<file path="src/logic/flash_prot_pkg.sv">
// Shared constants of the flash error-protection block.
// Assumes a 32-bit plain register port with byte offsets in the low address bits.
package flash_prot_pkg;
	// Register byte offsets
	localparam logic [7:0] OFF_CMD = 8'h00; // Command-issuing area
	localparam logic [7:0] OFF_START = 8'h04; // Command start address
	localparam logic [7:0] OFF_MODE = 8'h08; // Program/erase mode select
	localparam logic [7:0] OFF_STATUS = 8'h0c; // Error flags and ready
	localparam logic [7:0] OFF_STARTUP = 8'h10; // Start-up area control
	localparam logic [7:0] OFF_CFGDATA = 8'h14; // Staged configuration word
	localparam logic [7:0] OFF_WINDOW = 8'h18; // Active access window
	localparam logic [7:0] OFF_WEPROT = 8'h1c; // Write/erase protect setting
	localparam logic [7:0] OFF_ACCESS = 8'h20; // Access status
	localparam logic [7:0] OFF_MAP = 8'h24; // Start-up mapping view
	// Command codes
	typedef enum logic [3:0] {
		CMD_PROGRAM = 4'h1,
		CMD_ERASE1 = 4'h2,
		CMD_ERASE2 = 4'h3,
		CMD_BLANK = 4'h4,
		CMD_CONFIG_SET = 4'h5,
		CMD_STATUS_CLEAR = 4'h6,
		CMD_FORCED_STOP = 4'h7,
		CMD_SUSPEND = 4'h8,
		CMD_RESUME = 4'h9
	} cmd_t;
	// Program/erase modes
	typedef enum logic [1:0] {
		MODE_READ = 2'h0,
		MODE_CODE_PE = 2'h1,
		MODE_DATA_PE = 2'h2,
		MODE_BAD = 2'h3
	} pe_mode_t;
	// Array operation states
	typedef enum logic [1:0] {
		OP_IDLE = 2'h0,
		OP_PROGRAM = 2'h1,
		OP_ERASE = 2'h2
	} op_t;
	// Error flag positions in the status register
	localparam int ERR_ILLEGAL = 0;
	localparam int ERR_MODE = 1;
	localparam int ERR_SECURITY = 2;
	localparam int ERR_OTHER = 3;
	localparam int ERR_LOCK = 4;
	localparam int ERR_ERASE = 5;
	localparam int ERR_PROGRAM = 6;
	localparam int ERR_WEP = 7;
	localparam int ERR_W = 8;
	localparam int ST_READY = 15;
	// Access status positions
	localparam int AS_DATA_FLASH_ACCESS_VIOLATION_FLAG = 3;
	localparam int AS_CODE_FLASH_ACCESS_ERROR_FLAG = 4;
	localparam int AS_LOCKED = 7;
	// Mode register fields
	localparam int MODE_SERIAL_BIT = 2;
	localparam int MODE_AUTH_FAIL_BIT = 3;
	// Start-up control and configuration fields
	localparam int SU_SWAP_BIT = 0;
	localparam int SU_PROTECT_BIT = 1;
	localparam int CFG_SWAP_BIT = 31;
	localparam int AW_START_LSB = 0;
	localparam int AW_END_LSB = 16;
	localparam int AW_W = 11;
	// Address layout
	localparam int ADDR_W = 24;
	localparam int BLK_LSB = 13;
	localparam int DATA_SPACE_BIT = 23;
	localparam int STARTUP_BYTES = 8192;
	localparam int STARTUP_LSB = $clog2(STARTUP_BYTES);
	// Reset values
	localparam logic SWAP_RST = 1'b1;
	localparam logic PROTECT_RST = 1'b1;
	localparam logic WEPROT_RST = 1'b1;
	// Longest code-flash program processing, flash-clock cycles
	localparam int PROG_MAX_CYC = 90;
	// Block number of an address
	function automatic logic [AW_W-1:0] block_of(input logic [ADDR_W-1:0] a);
		return a[ADDR_W-1:BLK_LSB];
	endfunction : block_of
endpackage : flash_prot_pkg

</file>
<file path="src/logic/flash_area_check.sv">
// Address classifier for flash commands.
// Assumes a stable start address and window settings from the caller's flops.
`timescale 1ns/1ns
`default_nettype none
module flash_area_check #(
	parameter logic [23:0] USER_BYTES = 24'h100000, // Mapped user area size
	parameter logic [23:0] DATA_BYTES = 24'h002000 // Mapped data area size
) (
	input wire logic [23:0] addr_in, // Command start address
	input wire logic [10:0] aw_start_in, // Window first block
	input wire logic [10:0] aw_end_in, // Block after window
	input wire logic susp_valid_in, // Erase suspended
	input wire logic [10:0] susp_block_in, // Suspended erase block
	output logic data_space_out, // Address in data flash
	output logic user_reserved_out, // Unmapped user address
	output logic data_reserved_out, // Unmapped data address
	output logic aw_protected_out, // Outside access window
	output logic in_susp_out // Hits suspended erase block
);
	logic [22:0] offset; // Offset inside the space
	logic [10:0] blk; // Block of the address

	// Classification of the start address
	always_comb begin
		offset = addr_in[flash_prot_pkg::DATA_SPACE_BIT-1:0];
		blk = flash_prot_pkg::block_of(addr_in);
		data_space_out = addr_in[flash_prot_pkg::DATA_SPACE_BIT];
		user_reserved_out = !data_space_out && ({1'b0, offset} >= USER_BYTES);
		data_reserved_out = data_space_out && ({1'b0, offset} >= DATA_BYTES);
		// Window applies to the user area only; equal bounds disable it
		aw_protected_out = !data_space_out && (aw_start_in != aw_end_in) &&
			((blk < aw_start_in) || (blk >= aw_end_in));
		in_susp_out = susp_valid_in && (blk == susp_block_in);
	end
endmodule : flash_area_check
`default_nettype wire

</file>
<file path="src/logic/flash_error_protection.sv">
// Error protection and start-up area select of a flash sequencer.
// Assumes one-cycle bus strobes on CLK_IN and an asynchronous array fail pin.
// Contract
// - Window-protected program/erase1: illegal plus lock
// - Program to suspended erase block rejected
// - Erase failure sets erase error only
// - Program failure sets program error only
// - Code mode reserved user address: access error
// - Range erase/blank reserved: illegal, lock, violation
// - Serial mode after failed authentication: security
// - Config set while unprotected-bit zero: security
// - Command area access in read mode: other
// - Command area read in P/E: other
// - Protect violation: protect flag, no lock
// - 8K start-up area mapped by swap
// - Swap zero selects block 1
// - Protect bit freezes start-up selection
// - Code program at most 90 cycles
// - Lock error enters command-locked state
// - Status clear or stop releases lock
// - Locked command sets only lock error (in read mode the code also sets the other error)
//
// Strobed register access and the placing of the registers are this design's own decisions.
`timescale 1ns/1ns
`default_nettype none
module flash_error_protection #(
	parameter int PROG_CYCLES = 90, // Code-flash program time
	parameter int ERASE_CYCLES = 32, // Erase and data program time
	parameter logic [23:0] USER_BYTES = 24'h100000, // User area size
	parameter logic [23:0] DATA_BYTES = 24'h002000 // Data area size
) (
	input wire logic CLK_IN, // Flash clock, 10 MHz
	input wire logic RSTN_IN, // Synchronous reset, low
	input wire logic [7:0] ADDR_IN, // Register byte offset
	input wire logic [31:0] WDATA_IN, // Write data
	input wire logic WR_IN, // Write strobe
	input wire logic RD_IN, // Read strobe
	input wire logic [23:0] FETCH_ADDR_IN, // Fetch address to map
	input wire logic ARRAY_FAIL_IN, // Array failure pin
	output logic [31:0] RDATA_OUT, // Read data, next cycle
	output logic READY_OUT, // Sequencer ready
	output logic LOCKED_OUT, // Command-locked state
	output logic [23:0] MAPPED_ADDR_OUT // Physical fetch address
);
	// Counts above 8 bits cannot be held
	if (PROG_CYCLES < 1 || PROG_CYCLES > flash_prot_pkg::PROG_MAX_CYC) begin : g_bad_prog
		$error("PROG_CYCLES out of range");
	end
	if (ERASE_CYCLES < 1 || ERASE_CYCLES > 255) begin : g_bad_erase
		$error("ERASE_CYCLES out of range");
	end

	logic fail_meta; // Fail pin first stage
	logic fail_sync; // Fail pin second stage
	logic [7:0] err; // Error flags
	logic [7:0] next_err; // Next error flags
	logic code_flash_access_error_flag; // Code flash access error
	logic data_flash_access_violation_flag; // Data flash access violation
	logic locked; // Command-locked state
	logic next_locked; // Next locked state
	logic [23:0] start_addr; // Command start address
	flash_prot_pkg::pe_mode_t mode; // Current P/E mode
	logic serial; // Serial programming mode
	logic auth_fail; // ID authentication failed
	logic swap; // Boot swap flag
	logic protect; // Start-up area protect bit
	logic [31:0] cfg_data; // Staged configuration
	logic [10:0] aw_start; // Window first block
	logic [10:0] aw_end; // Block after window
	logic weprot; // Write/erase permitted
	flash_prot_pkg::op_t op; // Running array operation
	logic ready; // Sequencer ready
	logic [7:0] count; // Cycles left in operation
	logic [7:0] susp_count; // Cycles left at suspend
	logic suspended; // Erase suspended
	logic [10:0] op_block; // Block of running operation
	logic [10:0] susp_block; // Block of suspended erase
	logic data_space; // Start address in data flash
	logic user_reserved; // Unmapped user address
	logic data_reserved; // Unmapped data address
	logic aw_protected; // Outside access window
	logic in_susp; // Hits suspended block
	logic cmd_wr; // Write to command area
	logic cmd_rd; // Read of command area
	logic [3:0] opcode; // Issued command code
	logic [7:0] set_err; // Flags raised by command
	logic set_code_flash_access_error_flag; // Raise code access error
	logic set_data_flash_access_violation_flag; // Raise data access violation
	logic do_clear; // Status clear accepted
	logic do_stop; // Forced stop accepted
	logic do_config; // Configuration set accepted
	logic do_suspend; // Suspend accepted
	logic do_resume; // Resume accepted
	flash_prot_pkg::op_t start_op; // Operation to start
	logic [7:0] start_len; // Length of started operation
	logic space_ok; // Address space fits mode
	logic op_fail; // Failure during operation

	// Remap of the start-up area by swap flag
	function automatic logic [23:0] map_fetch(input logic [23:0] a, input logic swp);
		logic [23:0] m;
		m = a;
		if (!swp && (a[23:flash_prot_pkg::STARTUP_LSB+1] == '0)) begin
			m[flash_prot_pkg::STARTUP_LSB] = !a[flash_prot_pkg::STARTUP_LSB];
		end
		return m;
	endfunction : map_fetch

	// Address classification
	flash_area_check #(
		.USER_BYTES(USER_BYTES),
		.DATA_BYTES(DATA_BYTES)
	) u_area (
		.addr_in(start_addr),
		.aw_start_in(aw_start),
		.aw_end_in(aw_end),
		.susp_valid_in(suspended),
		.susp_block_in(susp_block),
		.data_space_out(data_space),
		.user_reserved_out(user_reserved),
		.data_reserved_out(data_reserved),
		.aw_protected_out(aw_protected),
		.in_susp_out(in_susp)
	);

	// Two-stage synchroniser for the fail pin
	always_ff @(posedge CLK_IN) begin
		if (!RSTN_IN) begin
			fail_meta <= 1'b0;
			fail_sync <= 1'b0;
		end else begin
			fail_meta <= ARRAY_FAIL_IN;
			fail_sync <= fail_meta;
		end
	end

	// Command evaluation and error classification
	always_comb begin
		cmd_wr = WR_IN && (ADDR_IN == flash_prot_pkg::OFF_CMD);
		cmd_rd = RD_IN && (ADDR_IN == flash_prot_pkg::OFF_CMD);
		opcode = WDATA_IN[3:0];
		set_err = '0;
		set_code_flash_access_error_flag = 1'b0;
		set_data_flash_access_violation_flag = 1'b0;
		do_clear = 1'b0;
		do_stop = 1'b0;
		do_config = 1'b0;
		do_suspend = 1'b0;
		do_resume = 1'b0;
		start_op = flash_prot_pkg::OP_IDLE;
		start_len = '0;
		space_ok = (mode == flash_prot_pkg::MODE_DATA_PE) ? data_space : !data_space;
		if (WR_IN && ADDR_IN == flash_prot_pkg::OFF_MODE && WDATA_IN[1:0] == flash_prot_pkg::MODE_BAD) begin
			// Both P/E modes at once
			set_err[flash_prot_pkg::ERR_MODE] = 1'b1;
			set_err[flash_prot_pkg::ERR_LOCK] = 1'b1;
		end else if (cmd_rd || (cmd_wr && mode == flash_prot_pkg::MODE_READ)) begin
			set_err[flash_prot_pkg::ERR_OTHER] = 1'b1;
			set_err[flash_prot_pkg::ERR_LOCK] = 1'b1;
		end else if (cmd_wr && locked) begin
			if (opcode == flash_prot_pkg::CMD_FORCED_STOP && !code_flash_access_error_flag && !data_flash_access_violation_flag) begin
				do_stop = 1'b1;
			end else if (opcode == flash_prot_pkg::CMD_STATUS_CLEAR && ready && !code_flash_access_error_flag && !data_flash_access_violation_flag) begin
				do_clear = 1'b1;
			end else begin
				set_err[flash_prot_pkg::ERR_LOCK] = 1'b1;
			end
		end else if (cmd_wr && serial && auth_fail) begin
			set_err[flash_prot_pkg::ERR_SECURITY] = 1'b1;
			set_err[flash_prot_pkg::ERR_LOCK] = 1'b1;
		end else if (cmd_wr) begin
			case (opcode)
				flash_prot_pkg::CMD_STATUS_CLEAR: begin
					// Only accepted while ready
					if (ready) begin
						do_clear = 1'b1;
					end else begin
						set_err[flash_prot_pkg::ERR_ILLEGAL] = 1'b1;
					end
				end
				flash_prot_pkg::CMD_FORCED_STOP: begin
					do_stop = 1'b1;
				end
				flash_prot_pkg::CMD_CONFIG_SET: begin
					if (!protect) begin
						set_err[flash_prot_pkg::ERR_SECURITY] = 1'b1;
					end else if (!ready) begin
						set_err[flash_prot_pkg::ERR_ILLEGAL] = 1'b1;
					end else begin
						do_config = 1'b1;
					end
				end
				flash_prot_pkg::CMD_PROGRAM, flash_prot_pkg::CMD_ERASE1,
				flash_prot_pkg::CMD_ERASE2, flash_prot_pkg::CMD_BLANK: begin
					if (!ready || (suspended && opcode != flash_prot_pkg::CMD_PROGRAM)) begin
						// Busy or erase held in suspend
						set_err[flash_prot_pkg::ERR_ILLEGAL] = 1'b1;
					end else if (mode == flash_prot_pkg::MODE_CODE_PE && user_reserved) begin
						set_code_flash_access_error_flag = 1'b1;
					end else if (mode == flash_prot_pkg::MODE_DATA_PE && data_reserved) begin
						set_data_flash_access_violation_flag = 1'b1;
						set_err[flash_prot_pkg::ERR_ILLEGAL] =
							(opcode == flash_prot_pkg::CMD_ERASE2) || (opcode == flash_prot_pkg::CMD_BLANK);
					end else if (!space_ok) begin
						// Wrong space for the mode
						set_err[flash_prot_pkg::ERR_ILLEGAL] = 1'b1;
					end else if (aw_protected && opcode != flash_prot_pkg::CMD_BLANK) begin
						set_err[flash_prot_pkg::ERR_ILLEGAL] = 1'b1;
					end else if (opcode == flash_prot_pkg::CMD_PROGRAM && in_susp) begin
						set_err[flash_prot_pkg::ERR_ILLEGAL] = 1'b1;
					end else if (!weprot && opcode != flash_prot_pkg::CMD_BLANK) begin
						set_err[flash_prot_pkg::ERR_WEP] = 1'b1;
						set_err[flash_prot_pkg::ERR_PROGRAM] = (opcode == flash_prot_pkg::CMD_PROGRAM);
						set_err[flash_prot_pkg::ERR_ERASE] = (opcode != flash_prot_pkg::CMD_PROGRAM);
					end else if (opcode == flash_prot_pkg::CMD_PROGRAM) begin
						start_op = flash_prot_pkg::OP_PROGRAM;
						start_len = data_space ? 8'(ERASE_CYCLES) : 8'(PROG_CYCLES);
					end else if (opcode != flash_prot_pkg::CMD_BLANK) begin
						start_op = flash_prot_pkg::OP_ERASE;
						start_len = 8'(ERASE_CYCLES);
					end
					// Any refusal except protect violation locks
					set_err[flash_prot_pkg::ERR_LOCK] = set_err[flash_prot_pkg::ERR_ILLEGAL] ||
						set_code_flash_access_error_flag || set_data_flash_access_violation_flag;
				end
				flash_prot_pkg::CMD_SUSPEND: begin
					if (op == flash_prot_pkg::OP_ERASE) begin
						do_suspend = 1'b1;
					end else begin
						set_err[flash_prot_pkg::ERR_ILLEGAL] = 1'b1;
					end
				end
				flash_prot_pkg::CMD_RESUME: begin
					if (suspended && ready) begin
						do_resume = 1'b1;
					end else begin
						set_err[flash_prot_pkg::ERR_ILLEGAL] = 1'b1;
					end
				end
				default: begin
					// Undefined command code
					set_err[flash_prot_pkg::ERR_ILLEGAL] = 1'b1;
				end
			endcase
			if (set_err[flash_prot_pkg::ERR_ILLEGAL] || set_err[flash_prot_pkg::ERR_SECURITY]) begin
				set_err[flash_prot_pkg::ERR_LOCK] = 1'b1;
			end
		end
	end

	// Flag update, set wins over clear
	always_comb begin
		op_fail = fail_sync && (op != flash_prot_pkg::OP_IDLE);
		next_err = (do_clear || do_stop) ? '0 : err;
		next_err = next_err | set_err;
		next_err[flash_prot_pkg::ERR_ERASE] = next_err[flash_prot_pkg::ERR_ERASE] ||
			(op_fail && op == flash_prot_pkg::OP_ERASE);
		next_err[flash_prot_pkg::ERR_PROGRAM] = next_err[flash_prot_pkg::ERR_PROGRAM] ||
			(op_fail && op == flash_prot_pkg::OP_PROGRAM);
		next_locked = ((do_clear || do_stop) ? 1'b0 : locked) || set_err[flash_prot_pkg::ERR_LOCK];
	end

	// Error and lock flops
	always_ff @(posedge CLK_IN) begin
		if (!RSTN_IN) begin
			err <= '0;
			locked <= 1'b0;
			code_flash_access_error_flag <= 1'b0;
			data_flash_access_violation_flag <= 1'b0;
		end else begin
			err <= next_err;
			locked <= next_locked;
			if (WR_IN && ADDR_IN == flash_prot_pkg::OFF_ACCESS) begin
				// Write zero clears an access flag
				code_flash_access_error_flag <= code_flash_access_error_flag && WDATA_IN[flash_prot_pkg::AS_CODE_FLASH_ACCESS_ERROR_FLAG];
				data_flash_access_violation_flag <= data_flash_access_violation_flag && WDATA_IN[flash_prot_pkg::AS_DATA_FLASH_ACCESS_VIOLATION_FLAG];
			end else begin
				code_flash_access_error_flag <= code_flash_access_error_flag || set_code_flash_access_error_flag;
				data_flash_access_violation_flag <= data_flash_access_violation_flag || set_data_flash_access_violation_flag;
			end
		end
	end

	// Array operation sequencer
	always_ff @(posedge CLK_IN) begin
		if (!RSTN_IN) begin
			op <= flash_prot_pkg::OP_IDLE;
			ready <= 1'b1;
			count <= '0;
			susp_count <= '0;
			suspended <= 1'b0;
			op_block <= '0;
			susp_block <= '0;
		end else if (do_stop) begin
			// Abort everything
			op <= flash_prot_pkg::OP_IDLE;
			ready <= 1'b1;
			suspended <= 1'b0;
		end else if (start_op != flash_prot_pkg::OP_IDLE) begin
			op <= start_op;
			ready <= 1'b0;
			count <= start_len;
			op_block <= flash_prot_pkg::block_of(start_addr);
		end else if (do_suspend) begin
			op <= flash_prot_pkg::OP_IDLE;
			ready <= 1'b1;
			suspended <= 1'b1;
			susp_count <= count;
			susp_block <= op_block;
		end else if (do_resume) begin
			op <= flash_prot_pkg::OP_ERASE;
			ready <= 1'b0;
			count <= susp_count;
			op_block <= susp_block;
			suspended <= 1'b0;
		end else if (op != flash_prot_pkg::OP_IDLE) begin
			// Count down; failure ends early
			count <= count - 8'h01;
			if (count == 8'h01 || op_fail) begin
				op <= flash_prot_pkg::OP_IDLE;
				ready <= 1'b1;
			end
		end
	end

	// Software-written configuration
	always_ff @(posedge CLK_IN) begin
		if (!RSTN_IN) begin
			start_addr <= '0;
			mode <= flash_prot_pkg::MODE_READ;
			serial <= 1'b0;
			auth_fail <= 1'b0;
			cfg_data <= '0;
			weprot <= flash_prot_pkg::WEPROT_RST;
		end else if (WR_IN) begin
			case (ADDR_IN)
				flash_prot_pkg::OFF_START: begin
					start_addr <= WDATA_IN[23:0];
				end
				flash_prot_pkg::OFF_MODE: begin
					// Invalid mode keeps old one
					if (WDATA_IN[1:0] != flash_prot_pkg::MODE_BAD) begin
						mode <= flash_prot_pkg::pe_mode_t'(WDATA_IN[1:0]);
					end
					serial <= WDATA_IN[flash_prot_pkg::MODE_SERIAL_BIT];
					auth_fail <= WDATA_IN[flash_prot_pkg::MODE_AUTH_FAIL_BIT];
				end
				flash_prot_pkg::OFF_CFGDATA: begin
					cfg_data <= WDATA_IN;
				end
				flash_prot_pkg::OFF_WEPROT: begin
					weprot <= WDATA_IN[0];
				end
				default: begin
					// Other offsets hold nothing here
				end
			endcase
		end
	end

	// Start-up area selection and access window
	always_ff @(posedge CLK_IN) begin
		if (!RSTN_IN) begin
			swap <= flash_prot_pkg::SWAP_RST;
			protect <= flash_prot_pkg::PROTECT_RST;
			aw_start <= '0;
			aw_end <= '0;
		end else if (do_config) begin
			aw_start <= cfg_data[flash_prot_pkg::AW_START_LSB +: flash_prot_pkg::AW_W];
			aw_end <= cfg_data[flash_prot_pkg::AW_END_LSB +: flash_prot_pkg::AW_W];
			swap <= cfg_data[flash_prot_pkg::CFG_SWAP_BIT];
		end else if (WR_IN && ADDR_IN == flash_prot_pkg::OFF_STARTUP) begin
			if (protect) begin
				swap <= WDATA_IN[flash_prot_pkg::SU_SWAP_BIT];
			end
			protect <= protect && WDATA_IN[flash_prot_pkg::SU_PROTECT_BIT];
		end
	end

	// Fetch remap and status outputs
	always_ff @(posedge CLK_IN) begin
		if (!RSTN_IN) begin
			MAPPED_ADDR_OUT <= '0;
			READY_OUT <= 1'b1;
			LOCKED_OUT <= 1'b0;
		end else begin
			// swap maps blocks 0 and 1
			MAPPED_ADDR_OUT <= map_fetch(FETCH_ADDR_IN, swap);
			READY_OUT <= ready;
			LOCKED_OUT <= locked;
		end
	end

	// Read data, valid the cycle after the strobe
	always_ff @(posedge CLK_IN) begin
		if (!RSTN_IN) begin
			RDATA_OUT <= '0;
		end else begin
			RDATA_OUT <= '0;
			if (RD_IN) begin
				case (ADDR_IN)
					flash_prot_pkg::OFF_START: RDATA_OUT <= {8'h00, start_addr};
					flash_prot_pkg::OFF_MODE: begin
						RDATA_OUT[1:0] <= mode;
						RDATA_OUT[flash_prot_pkg::MODE_SERIAL_BIT] <= serial;
						RDATA_OUT[flash_prot_pkg::MODE_AUTH_FAIL_BIT] <= auth_fail;
					end
					flash_prot_pkg::OFF_STATUS: begin
						RDATA_OUT[flash_prot_pkg::ERR_W-1:0] <= err;
						RDATA_OUT[flash_prot_pkg::ST_READY] <= ready;
					end
					flash_prot_pkg::OFF_STARTUP: begin
						RDATA_OUT[flash_prot_pkg::SU_SWAP_BIT] <= swap;
						RDATA_OUT[flash_prot_pkg::SU_PROTECT_BIT] <= protect;
					end
					flash_prot_pkg::OFF_CFGDATA: RDATA_OUT <= cfg_data;
					flash_prot_pkg::OFF_WINDOW: begin
						RDATA_OUT[flash_prot_pkg::AW_START_LSB +: flash_prot_pkg::AW_W] <= aw_start;
						RDATA_OUT[flash_prot_pkg::AW_END_LSB +: flash_prot_pkg::AW_W] <= aw_end;
					end
					flash_prot_pkg::OFF_WEPROT: RDATA_OUT[0] <= weprot;
					flash_prot_pkg::OFF_ACCESS: begin
						RDATA_OUT[flash_prot_pkg::AS_CODE_FLASH_ACCESS_ERROR_FLAG] <= code_flash_access_error_flag;
						RDATA_OUT[flash_prot_pkg::AS_DATA_FLASH_ACCESS_VIOLATION_FLAG] <= data_flash_access_violation_flag;
						RDATA_OUT[flash_prot_pkg::AS_LOCKED] <= locked;
					end
					flash_prot_pkg::OFF_MAP: RDATA_OUT[0] <= !swap;
					default: RDATA_OUT <= '0;
				endcase
			end
		end
	end
endmodule : flash_error_protection
`default_nettype wire

</file>
<file path="config.mk">
export PLATFORM = sky130hd
export DESIGN_NAME = flash_error_protection
export DESIGN_NICKNAME = d
export VERILOG_FILES = /design/src/logic/flash_prot_pkg.sv /design/src/logic/flash_area_check.sv /design/src/logic/flash_error_protection.sv
export SDC_FILE = /design/constraint.sdc
export NUM_CORES = 1
export LEC_CHECK = 0
export BUFFER_PORTS_ARGS = -buffer_cell sky130_fd_sc_hd__buf_2
export CORE_MARGIN = 8
export CORE_UTILIZATION = 55
export CTS_BUF_LIST = sky130_fd_sc_hd__clkbuf_8 sky130_fd_sc_hd__clkbuf_16
export CTS_CLUSTER_DIAMETER = 80
export DETAILED_ROUTE_END_ITERATION = 16
export PLACE_DENSITY_LB_ADDON = 0.12
export SKIP_LAST_GASP = 1
export SYNTH_ARGS = -nofsm -noshare
export SYNTH_HDL_FRONTEND = slang
export SYNTH_HIERARCHICAL = 1
export SYNTH_SLANG_ARGS = --single-unit
</file>
<file path="constraint.sdc">
create_clock -name CLK_IN -period 4.9 [get_ports CLK_IN]
set_input_delay 0 -clock CLK_IN [delete_from_list [all_inputs] [get_ports CLK_IN]]
set_output_delay 0 -clock CLK_IN [all_outputs]
set_load 0.01 [all_outputs]
</file>
==> out/metrics.csv <==
stage,metric,value,unit
run_status,status,"finished, final reports clean",
clocking,htree depth,4,
min_path,Worst Hold Class,input port to flip-flop,
clocking,clock buffer count from CTS,17,
placement,GP Congestion,0.9291,
routing,final WL,25.45,mm
synthesis,post-synthesis async set-or-reset flop share,0,%
routing,Pre-Repair DR Iteration Count,6,
layout,final core utilization,67.96,%
flow_run,Max Cap Violations,0,
placement,Port Buffers,126,
worst_setup_path,R2R Setup Slk,1.42,ns
pwr,Clock power frac,44.3,%
pwr,cell internal pwr,2.438,mW
min_path,Hold Path Sink,RDATA_OUT[0],
die,Core Footprint,15830,µm²
die,Ports,127,
die,initial cell density of the core,55.90,%
layout,fraction of layout cells with a size suffix above 1,15.14,%
worst_setup_path,critical path class,flip-flop to flip-flop,
worst_setup_path,critical path arrival,3.81,ns
timing,Slew headroom,21.67,%
synthesis,commonest cells in the netlist,"251 x nand2_1, 198 x dfxtp_1, 143 x a21oi_1, 59 x nor2_1, 52 x clkbuf_1",
synthesis,number of distinct library cells after synthesis,66,
synthesis,number of synthesized register bits,198,
worst_setup_path,"delay-heaviest family, CP",compound AO/OA/AOI/OAI gates,
worst_setup_path,Critical Path Source Type,flip-flop,
layout,fin area,10760,µm²
synthesis,top-area cell type share of the netlist area,44.80,%
worst_setup_path,R2R cell count,12,
layout,Fillers,1327,
pwr,VDD IR max,0.2485,mV
timing,RSZ-0062 raised after global routing,false,
synthesis,Mapped Area,8847,µm²
worst_setup_path,CP Cell Sequence,ha_1 -> nand4_1 -> o221ai_1 -> a31oi_1 -> o31ai_1 -> a311oi_1 -> nor3_1 -> nor4bb_1 -> buf_4 -> a2111oi_2 -> nor2_1 -> o221a_2,
routing,DRC marker count from the first detailed-route iteration,751,
worst_setup_path,crit end category,flip-flop,
routing,Final ANT Viol Nets,0,
global_routing,first-pass GRT wire length,40.71,mm
clocking,clock-pin slew on the worst setup and hold paths,0.07,ns
pwr,Sw Share,24.13,%
synthesis,Post-synth top flop,dfxtp_1,
clocking,later-pin clock latency in the skew report,0.44,ns
layout,area growth from synthesis to layout,21.58,%
clocking,post-cts repair resize count,0,
synthesis,sequential cell area fraction in the yosys report,44.80,%
clocking,number of clock sinks,198,
global_routing,All-Layer GR Usage,24.97,%
placement,Placement Cell Area,9558,µm²
synthesis,ranking of synthesized cells by area,"dfxtp_1 45%, nand2_1 11%, a21oi_1 8.1%",
timing,setup violators final,0,
worst_setup_path,R2R Path End,count[3],
worst_setup_path,"Req. time, crit path",5.22,ns
timing,minimum clock period,3.482,ns
synthesis,leading area contributor after synthesis,dfxtp_1,
min_path,hold path cells,4,
clocking,root buffer cell,clkbuf_16,
worst_setup_path,slowest CP cell,dfxtp_1,
synthesis,number of synthesized flops with an enable pin,0,
clocking,Longest Clk Path Bufs,2,
min_path,Hold Crit Start,ADDR_IN[0],
worst_setup_path,WP buf/inv,1,
clocking,hold buffer count at CTS,59,
routing,via/cell ratio,5.674,
placement,hpwl dp,16.45,mm
timing,Tightest Pin Transition,1.175,ns
die,FP Rows,46,
routing,DRC errors left,0,
routing,WL/cell,17.46,µm
synthesis,Synth Instances,1081,
worst_setup_path,CP peak stage delay,0.68,ns
routing,total number of vias,8273,
worst_setup_path,crit path max fanout,14,
synthesis,Yosys Warn Count,6,
pwr,power per standard cell area,298.8,nW/µm²
layout,nets@finish,1321,
synthesis,most numerous cell in the Yosys netlist,nand2_1,
global_routing,GRT overflow,0,
clocking,CTS tree,yes,
pwr,NetSw,0.7756,mW
pwr,P_leak,4.104,nW
clocking,setup bufs post-CTS,0,
worst_setup_path,FF-to-FF Start,start_addr[23],
die,Die W,142.8,µm
timing,TNS Setup,0,ns
pwr,Seq pwr share,50.5,%
pwr,combinational power share,5.2,%
timing,Tcrit/Tclk final,71.07,%
timing,"Hold Vio Cnt, Final",0,
die,Die H,142.8,µm
global_routing,initial antenna violation count,0,
timing,fmax,0.2872,GHz
timing,Final Max Slew Viols,0,
synthesis,"Avg Cell Area, Syn",8.184,µm²
layout,Antenna diodes,0,
global_routing,pin count of the biggest net entering global routing,66,
global_routing,vias in the first global route,7825,
timing,Worst Skew,0.01320,ns
synthesis,total nets after synthesis,1173,
die,die area,20400,µm²
## sequential cells by signal, indices dropped and copies added (netlist names), 11 cells and up
register / flops
op_block: 11
cfg_data: 32
aw_start: 11
start_addr: 24
susp_block: 11
MAPPED_ADDR_OUT: 24
aw_end: 11
RDATA_OUT: 32
## stage by stage
stage                     cells  setup slack [ns]  hold slack (ns)  power [mW]
after floorplan            1081             2.050           0.1273       1.726
after global placement     1367             1.503           0.2058       1.787
after detailed placement   1367             1.488           0.2097       1.788
after CTS                  1458             1.446          0.01062       3.232
after global routing       1458             1.115          0.06000       3.307
final                      1458             1.418          0.03334       3.214
## power by group through the flow
stage	Clock, mW	Sequential (mW)	Combinational (mW)
after floorplan	0	1.67	0.0595
after global placement	0	1.66	0.127
after detailed placement	0	1.66	0.127
after CTS	1.45	1.62	0.164
after global routing	1.50	1.62	0.180
final	1.43	1.62	0.166
## cell families after synthesis
group	Yosys count	share of synthesized area (%)
AO/OA/AOI/OAI	271	19.13
buffers and inverters	95	4.356
AND/OR/NAND/NOR	450	23.87
flip-flops	198	44.80
multiplexers	16	1.810
XOR/XNOR	28	2.772
adder cells (fa/ha/maj)	23	3.253
## worst min-delay path, cell delays in order
cell and delay [ns]:
buf_2 0.13, nor2_1 0.10, nand3_1 0.10, a31oi_1 0.09
## layer usage
layer / wire (µm) / vias up / global-route usage [%]
li1: - / 4059 / -
met4: 570 / 0 / 9.172
met2: 11900 / 318 / 40.36
met3: 2019 / 55 / 4.741
met1: 10960 / 3841 / 32.49
met5: 0 / - / 0
## worst max-delay path by stage
stage	cells after the start	to	from
after CTS	12	count[3]	start_addr[23]
final	12	count[3]	start_addr[23]
after global placement	12	count[1]	start_addr[23]
after floorplan	12	count[1]	start_addr[23]
after global routing	12	count[3]	start_addr[23]
after detailed placement	12	count[3]	start_addr[23]
## final cells by class
| cell class | instances | area, µm² | share of cell area [%] |
|---|---|---|---|
| multi-input combinational | 788 | 4508 | 41.91 |
| sequential | 198 | 3964 | 36.85 |
| timing repair buffer | 195 | 1296 | 12.05 |
| clock buffer | 18 | 439.2 | 4.083 |
| tap | 216 | 270.3 | 2.512 |
| clock inverter | 14 | 168.9 | 1.570 |
| inverter | 29 | 110.1 | 1.024 |
## placed cells by master (no fill, tap or decap), types with 4 or more instances in the layout
cell and instances:
clkinv_8 4, nand2_1 251, a22oi_1 35, a31oi_1 9, buf_4 10, inv_1 30, ha_1 23, nand3_1 14
clkbuf_16 17, a211oi_1 14, dlygate4sd3_1 59, mux2i_1 16, o21ai_0 22, nor2_1 57, xnor2_1 23, o211a_1 4
nand2b_1 9, nor2b_1 8, nand4_1 14, xor2_1 5, dfxtp_1 198, and2_1 32, and3_1 11, a222oi_1 5
nor4_1 5, nor4b_1 5, a21oi_1 143, nor3_1 12, o21a_1 4, nand3b_1 4, buf_2 126, o221a_2 7
(Power assumes the default switching activity.)
